===== config.mk =====
export PLATFORM = sky130hd
export DESIGN_NAME = rtcc_top
export DESIGN_NICKNAME = d
export VERILOG_FILES = /design/src/inc/rtcc_pkg.sv /design/src/inc/rtcc_comp_if.sv /design/src/logic/rtcc_top.sv /design/src/logic/rtcc_compensate.sv
export VERILOG_INCLUDE_DIRS = /design/src /design/src/inc
export SDC_FILE = /design/constraint.sdc
export NUM_CORES = 1
export LEC_CHECK = 0
export ABC_CLOCK_PERIOD_IN_PS = 18930
export BUFFER_PORTS_ARGS = -buffer_cell sky130_fd_sc_hd__clkbuf_2
export CAP_MARGIN = 40
export CORE_MARGIN = 3
export CORE_UTILIZATION = 55
export CTS_BUF_LIST = sky130_fd_sc_hd__clkbuf_16
export CTS_CLUSTER_DIAMETER = 200
export DETAILED_ROUTE_END_ITERATION = 10
export GPL_TIMING_DRIVEN = 0
export HOLD_SLACK_MARGIN = 0.03
export PLACE_DENSITY = 0.74
export SYNTH_ARGS = -nofsm -noshare
export SYNTH_HDL_FRONTEND = slang
export SYNTH_HIERARCHICAL = 1
export SYNTH_SLANG_ARGS = --single-unit

===== constraint.sdc =====
create_clock -name clock -period 18.93 [get_ports clock]
set_clock_uncertainty 0.15 [all_clocks]
set_input_delay 0.9465 -clock clock [delete_from_list [all_inputs] [get_ports clock]]
set_output_delay 0.9465 -clock clock [all_outputs]
set_load 0.02 [all_outputs]

===== src/inc/rtcc_defines.svh =====
// Register offsets, field positions, reset values and timing counts of the RTC interval alarm and calibration block.
// Assumes a core that reaches special function registers at 8-bit addresses.
`ifndef RTCC_DEFINES_SVH
`define RTCC_DEFINES_SVH

// ************************************************************
// Register offsets
// ************************************************************
`define RTCC_ADDR_CONFIG     8'ha1
`define RTCC_ADDR_HUNDREDTHS 8'ha2
`define RTCC_ADDR_SECONDS    8'ha3
`define RTCC_ADDR_MINUTES    8'ha4
`define RTCC_ADDR_HOURS      8'ha5
`define RTCC_ADDR_INTERVAL   8'ha6
`define RTCC_ADDR_NOMINAL    8'hf6
`define RTCC_ADDR_TEMP       8'hf7
`define RTCC_ADDR_PINCFG     8'hff

// ************************************************************
// Field positions
// ************************************************************
`define RTCC_CFG_ENABLE_BIT   1
`define RTCC_CFG_ALARM_BIT    2
`define RTCC_CFG_SINGLE_BIT   3
`define RTCC_CFG_TBASE_LO     4
`define RTCC_CFG_TBASE_HI     5
`define RTCC_PIN_CALEN_BIT    7
`define RTCC_PIN_CALIBRATION_FREQUENCY_SELECT_HI      6
`define RTCC_PIN_CALIBRATION_FREQUENCY_SELECT_LO      5

// ************************************************************
// Reset values
// ************************************************************
`define RTCC_RESET_BYTE 8'h00

// ************************************************************
// Timing
// ************************************************************
`define RTCC_CORE_HZ        40000000
`define RTCC_XTAL_HZ        32768
`define RTCC_PHASE_STEP     32'd3518437
`define RTCC_UPDATE_DIV     8'hff
`define RTCC_FAST_STEP      9'h07d
`define RTCC_NORMAL_STEP    9'h001
`define RTCC_PPM_PER_LSB    20'd2
`define RTCC_PPM_WINDOW     20'd1000000
`define RTCC_COMP_LIMIT     9'sd124
`define RTCC_HUND_LAST      7'h7f
`define RTCC_SEC_LAST       6'h3b
`define RTCC_MIN_LAST       6'h3b
`define RTCC_HOUR_LAST      5'h17
`define RTCC_512HZ_LAST     6'h3f
`define RTCC_500HZ_LAST     5'h1f

`endif


===== src/inc/rtcc_pkg.sv =====
// Types shared by the RTC interval alarm and calibration modules.
// Assumes rtcc_defines.svh is compiled alongside.
package rtcc_pkg;

	typedef enum logic [1:0] {
		RTCC_FULL_POWER,
		RTCC_BATTERY_POWER,
		RTCC_SLEEP_POWER
	} rtcc_power_mode_t;

	typedef struct packed {
		logic [31:0] phase;
		logic [19:0] ppm_acc;
		logic        insert_due;
		logic        rtc_tick;
	} rtcc_comp_state_t;

	typedef struct packed {
		logic [7:0] cfg_shadow;
		logic [7:0] interval_shadow;
		logic [7:0] nominal;
		logic [7:0] temperature;
		logic [7:0] pincfg;
		logic       enable_act;
		logic       single_act;
		logic [1:0] tbase_act;
		logic [7:0] interval_act;
		logic [7:0] update_div;
		logic [7:0] prescale;
		logic [6:0] hundredths;
		logic [5:0] seconds;
		logic [5:0] minutes;
		logic [4:0] hours;
		logic [7:0] interval_cnt;
		logic       single_held;
		logic       alarm_flag;
		logic       irq_pending;
		logic       wake_request;
		logic [5:0] div512;
		logic [4:0] div500;
		logic       cal_out;
		logic       cal_oe;
		logic [7:0] rdata;
	} rtcc_state_t;

endpackage


===== src/inc/rtcc_comp_if.sv =====
// Carrier between the RTC core and its crystal compensation unit.
// Assumes both ends share the single core clock.
`timescale 1ns/10ps
interface rtcc_comp_if;
	logic [7:0] nominal;
	logic [7:0] temperature;
	logic       rtc_tick;

	modport core (output nominal, output temperature, input rtc_tick);
	modport comp (input nominal, input temperature, output rtc_tick);
endinterface


===== src/logic/rtcc_top.sv =====
// RTC interval alarm, timekeeping, 128 Hz register update and calibration pulse output.
// Assumes a core that issues one-cycle SFR read and write strobes at 40 MHz.
//
// Behaviour
// - Interval enable feeds the selected time base into an 8-bit counter.
// - Counter increments per pulse; equality with interval sets alarm and pending interrupt.
// - Single-shot clear: counter clears after alarm and counting resumes.
// - Single-shot set: counter held in reset after the alarm.
// - New time base takes effect within one 128 Hz period.
// - Alarm requests core wake-up when it occurs in deepest sleep.
// - Crystal error compensated by inserting or removing pulses, up to 248 ppm.
// - Each nominal compensation LSB is 2 ppm.
// - Temperature plus nominal compensation summed and limited to plus or minus 248 ppm.
// - Calibration pulse drives shared pin only while its enable bit is set.
// - Select 00 gives 1 Hz, 01 gives 512 Hz, normal window.
// - Select 10 gives 500 Hz, 11 gives 16 kHz, active modes only.
// - Fast calibration modes clock timekeeping 125 times faster.
// - Configuration and interval writes reach the RTC within two 128 Hz periods.
// - Pending interrupt stays until taken; alarm flag stays until software clears it.
// - Timekeeping runs on the 32.768 kHz stream; configuration on 128 Hz.
`timescale 1ns/10ps
`include "rtcc_defines.svh"
module rtcc_top (
	input  wire logic       clock,                      // Core clock, 40 MHz.
	input  wire logic       reset_n,                    // Asynchronous reset, active low.
	input  wire logic [7:0] sfr_addr,                   // SFR address.
	input  wire logic       sfr_write,                  // One-cycle write strobe.
	input  wire logic       sfr_read,                   // One-cycle read strobe.
	input  wire logic [7:0] sfr_wdata,                  // Write data.
	output logic      [7:0] sfr_rdata,                  // Read data, valid the cycle after the strobe.
	input  wire logic [1:0] power_mode,                 // Current power saving mode.
	input  wire logic       irq_taken,                  // Core vectors to the RTC interrupt.
	output logic            rtc_irq_pending,            // RTC interrupt pending.
	output logic            wake_request,               // Wake-up request to the core.
	output logic            shared_calibration_pin_out, // Calibration pulse level.
	output logic            shared_calibration_pin_oe   // High while the pin is driven.
);
	rtcc_pkg::rtcc_state_t s_reg;
	rtcc_pkg::rtcc_state_t s_next;
	rtcc_comp_if comp_link ();

	rtcc_compensate u_compensate (
		.clock   (clock),
		.reset_n (reset_n),
		.link    (comp_link)
	);

	logic       tick;
	logic       fast_mode;
	logic [8:0] pre_sum;
	logic       hund_tick;
	logic       sec_tick;
	logic       min_tick;
	logic       hour_tick;
	logic       update_tick;
	logic       interval_pulse;
	logic [7:0] cnt_inc;
	logic       alarm_event;
	logic       cfg_wr;
	logic       clear_alarm;
	logic       cal_event;

	assign comp_link.nominal = s_reg.nominal;
	assign comp_link.temperature = s_reg.temperature;
	assign tick = comp_link.rtc_tick;

	always_comb begin
		s_next = s_reg;

		// ************************************************************
		// Timekeeping on the compensated crystal stream
		// ************************************************************
		fast_mode = s_reg.pincfg[`RTCC_PIN_CALEN_BIT] && s_reg.pincfg[`RTCC_PIN_CALIBRATION_FREQUENCY_SELECT_HI]
			&& (power_mode != rtcc_pkg::RTCC_SLEEP_POWER);
		// A fast step of 125 stays under 256, so one tick never crosses two hundredths.
		pre_sum = {1'b0, s_reg.prescale} + (fast_mode ? `RTCC_FAST_STEP : `RTCC_NORMAL_STEP);
		hund_tick = tick && pre_sum[8];
		sec_tick = hund_tick && (s_reg.hundredths == `RTCC_HUND_LAST);
		min_tick = sec_tick && (s_reg.seconds == `RTCC_SEC_LAST);
		hour_tick = min_tick && (s_reg.minutes == `RTCC_MIN_LAST);
		if (tick) begin
			s_next.prescale = pre_sum[7:0];
		end
		if (hund_tick) begin
			s_next.hundredths = s_reg.hundredths + 7'h01;
		end
		if (sec_tick) begin
			s_next.seconds = (s_reg.seconds == `RTCC_SEC_LAST) ? 6'h00 : s_reg.seconds + 6'h01;
		end
		if (min_tick) begin
			s_next.minutes = (s_reg.minutes == `RTCC_MIN_LAST) ? 6'h00 : s_reg.minutes + 6'h01;
		end
		if (hour_tick) begin
			s_next.hours = (s_reg.hours == `RTCC_HOUR_LAST) ? 5'h00 : s_reg.hours + 5'h01;
		end

		// ************************************************************
		// 128 Hz update of configuration and interval
		// ************************************************************
		// The update divider counts raw ticks so fast calibration leaves the register update rate alone.
		update_tick = tick && (s_reg.update_div == `RTCC_UPDATE_DIV);
		if (tick) begin
			s_next.update_div = s_reg.update_div + 8'h01;
		end
		if (update_tick) begin
			s_next.enable_act = s_reg.cfg_shadow[`RTCC_CFG_ENABLE_BIT];
			s_next.single_act = s_reg.cfg_shadow[`RTCC_CFG_SINGLE_BIT];
			s_next.tbase_act = s_reg.cfg_shadow[`RTCC_CFG_TBASE_HI:`RTCC_CFG_TBASE_LO];
			s_next.interval_act = s_reg.interval_shadow;
		end

		// ************************************************************
		// Interval timer
		// ************************************************************
		unique case (s_reg.tbase_act)
			2'b00: interval_pulse = hund_tick;
			2'b01: interval_pulse = sec_tick;
			2'b10: interval_pulse = min_tick;
			2'b11: interval_pulse = hour_tick;
		endcase
		cnt_inc = s_reg.interval_cnt + 8'h01;
		alarm_event = 1'b0;
		if (!s_reg.enable_act) begin
			s_next.interval_cnt = 8'h00;
			s_next.single_held = 1'b0;
		end else if (s_reg.single_held) begin
			s_next.interval_cnt = 8'h00;
		end else if (interval_pulse) begin
			if (cnt_inc == s_reg.interval_act) begin
				alarm_event = 1'b1;
				s_next.interval_cnt = 8'h00;
				s_next.single_held = s_reg.single_act;
			end else begin
				s_next.interval_cnt = cnt_inc;
			end
		end

		// ************************************************************
		// Register writes
		// ************************************************************
		cfg_wr = sfr_write && (sfr_addr == `RTCC_ADDR_CONFIG);
		clear_alarm = cfg_wr && !sfr_wdata[`RTCC_CFG_ALARM_BIT];
		if (cfg_wr) begin
			s_next.cfg_shadow = sfr_wdata;
		end
		if (sfr_write && (sfr_addr == `RTCC_ADDR_INTERVAL)) begin
			s_next.interval_shadow = sfr_wdata;
		end
		if (sfr_write && (sfr_addr == `RTCC_ADDR_NOMINAL)) begin
			s_next.nominal = sfr_wdata;
		end
		if (sfr_write && (sfr_addr == `RTCC_ADDR_TEMP)) begin
			s_next.temperature = sfr_wdata;
		end
		if (sfr_write && (sfr_addr == `RTCC_ADDR_PINCFG)) begin
			s_next.pincfg = sfr_wdata;
		end

		// ************************************************************
		// Flags, interrupt and wake-up
		// ************************************************************
		// Writing zero to the alarm bit clears it; a same-cycle alarm still wins.
		if (alarm_event) begin
			s_next.alarm_flag = 1'b1;
		end else if (clear_alarm) begin
			s_next.alarm_flag = 1'b0;
		end
		if (alarm_event) begin
			s_next.irq_pending = 1'b1;
		end else if (irq_taken) begin
			s_next.irq_pending = 1'b0;
		end
		// The wake request holds until the interrupt is taken, so the core keeps waking until served.
		if (alarm_event && (power_mode == rtcc_pkg::RTCC_SLEEP_POWER)) begin
			s_next.wake_request = 1'b1;
		end else if (irq_taken) begin
			s_next.wake_request = 1'b0;
		end

		// ************************************************************
		// Calibration pulse output
		// ************************************************************
		if (tick) begin
			s_next.div512 = s_reg.div512 + 6'h01;
		end
		if (hund_tick) begin
			s_next.div500 = s_reg.div500 + 5'h01;
		end
		if (fast_mode) begin
			if (s_reg.pincfg[`RTCC_PIN_CALIBRATION_FREQUENCY_SELECT_LO]) begin
				cal_event = hund_tick;
			end else begin
				cal_event = hund_tick && (s_reg.div500 == `RTCC_500HZ_LAST);
			end
		end else if (s_reg.pincfg[`RTCC_PIN_CALIBRATION_FREQUENCY_SELECT_HI]) begin
			cal_event = 1'b0;
		end else if (s_reg.pincfg[`RTCC_PIN_CALIBRATION_FREQUENCY_SELECT_LO]) begin
			cal_event = tick && (s_reg.div512 == `RTCC_512HZ_LAST);
		end else begin
			cal_event = sec_tick;
		end
		s_next.cal_oe = s_reg.pincfg[`RTCC_PIN_CALEN_BIT];
		s_next.cal_out = s_reg.pincfg[`RTCC_PIN_CALEN_BIT] && cal_event;

		// ************************************************************
		// Register reads
		// ************************************************************
		if (sfr_read) begin
			unique case (sfr_addr)
				`RTCC_ADDR_CONFIG: begin
					s_next.rdata = s_reg.cfg_shadow;
					s_next.rdata[`RTCC_CFG_ENABLE_BIT] = s_reg.enable_act;
					s_next.rdata[`RTCC_CFG_ALARM_BIT] = s_reg.alarm_flag;
				end
				`RTCC_ADDR_HUNDREDTHS: s_next.rdata = {1'b0, s_reg.hundredths};
				`RTCC_ADDR_SECONDS:    s_next.rdata = {2'b00, s_reg.seconds};
				`RTCC_ADDR_MINUTES:    s_next.rdata = {2'b00, s_reg.minutes};
				`RTCC_ADDR_HOURS:      s_next.rdata = {3'b000, s_reg.hours};
				`RTCC_ADDR_INTERVAL:   s_next.rdata = s_reg.interval_shadow;
				`RTCC_ADDR_NOMINAL:    s_next.rdata = s_reg.nominal;
				`RTCC_ADDR_TEMP:       s_next.rdata = s_reg.temperature;
				`RTCC_ADDR_PINCFG:     s_next.rdata = s_reg.pincfg;
				default:               s_next.rdata = `RTCC_RESET_BYTE;
			endcase
		end
	end

	always_ff @(posedge clock or negedge reset_n) begin
		if (!reset_n) begin
			s_reg <= '0;
		end else begin
			s_reg <= s_next;
		end
	end

	assign sfr_rdata = s_reg.rdata;
	assign rtc_irq_pending = s_reg.irq_pending;
	assign wake_request = s_reg.wake_request;
	assign shared_calibration_pin_out = s_reg.cal_out;
	assign shared_calibration_pin_oe = s_reg.cal_oe;
endmodule


===== src/logic/rtcc_compensate.sv =====
// Crystal time base and digital pulse compensation for the RTC.
// Assumes a 40 MHz core clock; the 32.768 kHz stream is made from it by a phase accumulator.
`timescale 1ns/10ps
`include "rtcc_defines.svh"
module rtcc_compensate (
	input  wire logic clock,     // Core clock.
	input  wire logic reset_n,   // Asynchronous reset, active low.
	rtcc_comp_if.comp link       // Compensation values in, compensated tick out.
);
	rtcc_pkg::rtcc_comp_state_t s_reg;
	rtcc_pkg::rtcc_comp_state_t s_next;

	logic signed [8:0] sum;
	logic signed [8:0] applied;
	logic        [8:0] magnitude;
	logic        [32:0] phase_sum;
	logic        [19:0] ppm_sum;

	always_comb begin
		s_next = s_reg;
		sum = 9'(signed'(link.nominal)) + 9'(signed'(link.temperature));
		if (sum > `RTCC_COMP_LIMIT) begin
			applied = `RTCC_COMP_LIMIT;
		end else if (sum < -`RTCC_COMP_LIMIT) begin
			applied = -`RTCC_COMP_LIMIT;
		end else begin
			applied = sum;
		end
		magnitude = applied[8] ? 9'(-applied) : 9'(applied);
		phase_sum = {1'b0, s_reg.phase} + {1'b0, `RTCC_PHASE_STEP};
		ppm_sum = s_reg.ppm_acc + 20'(magnitude) * `RTCC_PPM_PER_LSB;
		s_next.phase = phase_sum[31:0];
		s_next.rtc_tick = 1'b0;
		// An inserted pulse goes out in the cycle after the crystal pulse, well before the next one.
		if (s_reg.insert_due) begin
			s_next.rtc_tick = 1'b1;
			s_next.insert_due = 1'b0;
		end
		if (phase_sum[32]) begin
			s_next.rtc_tick = 1'b1;
			if (ppm_sum >= `RTCC_PPM_WINDOW) begin
				s_next.ppm_acc = ppm_sum - `RTCC_PPM_WINDOW;
				if (applied[8]) begin
					s_next.rtc_tick = 1'b0;
				end else begin
					s_next.insert_due = 1'b1;
				end
			end else begin
				s_next.ppm_acc = ppm_sum;
			end
		end
	end

	always_ff @(posedge clock or negedge reset_n) begin
		if (!reset_n) begin
			s_reg <= '0;
		end else begin
			s_reg <= s_next;
		end
	end

	assign link.rtc_tick = s_reg.rtc_tick;
endmodule


==> impl_metrics.csv <==
group,metric,value,unit
outcome,status,"complete, no violations",
clock_tree,root_buffer,"clkbuf_16",
final_layout,diodes,0,
power,ir_drop,0.0570,mV
global_routing,grtUsageTotal,0.239,
global_routing,antenna_found_initial,0,
floorplanning,start_util,0.563,
final_layout,layout_common_cells,"177 x dfrtp_1, 75 x nand2_1, 68 x mux2_2, 61 x nor2_1, 59 x xnor2_1",
sta,max_slew.worst_pin.slew,829,ps
yosys,syn_avg_cell_area,10.2,um^2
yosys,ys_warn_count,6,
sta,period_share,0.423,
clock_tree,clock_latency,430,ps
final_layout,synthToLayoutAreaGrowth,11.3,%
sta,slew_viol_final,0,
setup_path,path_class,"flip-flop to flip-flop",
floorplanning,pin_count,35,
setup_path,cp-start-kind,"flip-flop",
drt,wl_per_cell,18.1,um
sta,fmaxAchievable,125,MHz
global_routing,grt_max_degree,105,
final_layout,nets,1109,
drt,dr.pass1.iters,5,
sta,setup_tns,0,ps
drt,post-route-drc-count,0,
global_routing,grt_overflow,0,
power,p_per_area,75.3,mW/mm^2
power,leakage,5.13,nW
final_layout,fin_util,0.627,
yosys,ys_ff_latch,177,
setup_path,endpoint_kind,"flip-flop",
sta,post-route-min-period,8000,ps
clock_tree,cts_sinks,177,
clock_tree,cts_tree,"built",
final_layout,stdcell_count,1294,
setup_path,cp.required,19090,ps
drt,vias,7925,
final_layout,drive_gt1_frac,0.165,
drt,ant_nets,0,
final_layout,final_common_cell,"dfrtp_1",
placement,dp_hpwl,17.0,mm
sta,rsz0062_at_grt,"no",
floorplanning,rows,49,
placement,gp_congestion,0.976,
clock_tree,cts_resized,0,
sta,hold_viol,0,
floorplanning,die-area,0.0202,mm^2
setup_path,worst_path_largest_cell_delay,480,ps
sta,relSlewSlack,0.443,
global_routing,grt_pass1_vias,7663,
yosys,synthArstFlopShare,1.00,
placement,io_buffer_count,33,
clock_tree,path_clk_slew,70,ps
clock_tree,cts.path.max_buffers,2,
floorplanning,core,0.0181,mm^2
setup_path,cp_max_fo,10,
sta,timing.hold.ws,303,ps
yosys,synth_nets,1055,
hold_path,min_path_type,"flip-flop to flip-flop",
setup_path,cp.arrival,8160,ps
flow_run,maxCapViolations,0,
setup_path,crit_slowest_cell,"or3b_2",
placement,place_inst,1262,
yosys,syn_inst,998,
clock_tree,hold_buffers,0,
clock_tree,cts_setup_buffers,0,
drt,initialDrtViolationCount,592,
clock_tree,numCtsBuffers,17,
sta,finalSetupViolCount,0,
clock_tree,htree_levels,4,
drt,vias_per_cell,6.12,
final_layout,largest_reg_flops,95,
yosys,synth_flop_cell,"dfrtp_1",
drt,wl,23.4,mm
setup_path,reg2reg_slack,10930,ps
yosys,netlist_area,0.0102,mm^2
yosys,yosys.cell_types.count,88,
yosys,yosysSeqAreaShare,0.435,
yosys,synth_edf_count,0,
global_routing,grt_pass1_wl,39.0,mm
floorplanning,fp.dieH,142,um
floorplanning,die_x,142,um
==> synthesized netlist by cell type, drive strengths merged (4+ instances only) <==
cell type	number	area (um^2)
dfrtp	177	4430
nand2	76	288
mux2	70	796
nor2	61	229
xnor2	59	517
o21ai	57	285
nand3	43	215
a21oi	34	170
ha	32	400
xor2	30	263
nor3	29	155
inv	24	90.1
nand4	22	153
buf	20	134
clkbuf	20	75.1
and3	18	116
a22o	14	123
nand2b	14	87.6
a21o	13	98.9
a22oi	12	90.1
o31ai	12	90.1
and2	11	71.3
a32oi	10	87.6
mux2i	9	90.1
o211ai	9	72.6
nor2b	8	50.1
a211oi	7	77.6
or3	7	43.8
a31oi	6	37.5
nor4	6	37.5
o31a	6	52.6
nand3b	5	50.1
o21a	5	37.5
o21bai	5	37.5
o41ai	5	43.8
or2	5	33.8
or4	4	30.0
==> critical path: cells and delay by family, from the launching register on <==
kind                     cells  cell delay [ps]
adder cells (fa/ha/maj)      5             1560
AND/OR/NAND/NOR             11             2160
AO/OA/AOI/OAI                9             2120
buffers and inverters        1              220
multiplexers                 2              650
flip-flops                   1              420
XOR/XNOR                     2              580
==> routing by layer <==
layer  GRT usage  share of wire  up-vias
met5           0              0        -
met3      0.0565          0.066       40
met1       0.333           0.45     3864
met2       0.373           0.46      232
met4      0.0768          0.020        0
li1            -              -     3789
==> worst paths after layout <==
kind	start	end	cells past startpoint
worst min register to register	u_compensate/s_reg[22]$_DFF_PN0_	u_compensate/s_reg[22]$_DFF_PN0_	1
worst max-delay path	comp_link.nominal[0]$_DFFE_PN0P_	u_compensate/s_reg[11]$_DFFE_PN0P_	30
worst min-delay path	u_compensate/s_reg[22]$_DFF_PN0_	u_compensate/s_reg[22]$_DFF_PN0_	1
min in group asynchronous	reset_n	u_compensate/s_reg[50]$_DFF_PN0_	1
worst max register to register	comp_link.nominal[0]$_DFFE_PN0P_	u_compensate/s_reg[11]$_DFFE_PN0P_	30
max in group asynchronous	reset_n	s_reg[35]$_DFFE_PN0P_	2
==> cell type report <==
cell class | instances | area [um^2]
timing repair buffer | 35 | 206
inverter | 24 | 90.1
fill | 1460 | 6750
tap | 229 | 287
sequential | 177 | 4430
clock inverter | 15 | 231
buffer | 40 | 209
clock buffer | 17 | 425
multi-input combinational | 757 | 5450
==> through the flow <==
stage / power (mW) / setup WS (ps) / area [um^2]
finish: 0.854 / 10930 / 11300
CTS: 0.859 / 11080 / 11300
floorplan: 0.440 / 11980 / 10200
global route: 0.884 / 10430 / 11300
detailed placement: 0.468 / 11130 / 10700
global placement: 0.466 / 11210 / 10600
==> cells by family (layout without fill, tap and decap cells) <==
| logic type | after synthesis | count (layout) | synth area share |
|---|---|---|---|
| flops | 177 | 177 | 0.435 |
| mux | 79 | 79 | 0.0870 |
| xor+xnor | 89 | 89 | 0.0766 |
| compound gates | 228 | 228 | 0.160 |
| buf+inv | 64 | 131 | 0.0294 |
| fa+ha+maj | 34 | 34 | 0.0433 |
| simple gates | 327 | 327 | 0.169 |
==> power breakdown <==
part | total, mW | internal (mW) | switching [mW]
sequential | 0.386 | 0.382 | 0.00390
clock | 0.392 | 0.237 | 0.155
combinational | 0.0755 | 0.0274 | 0.0481
(Power assumes the default switching activity.)
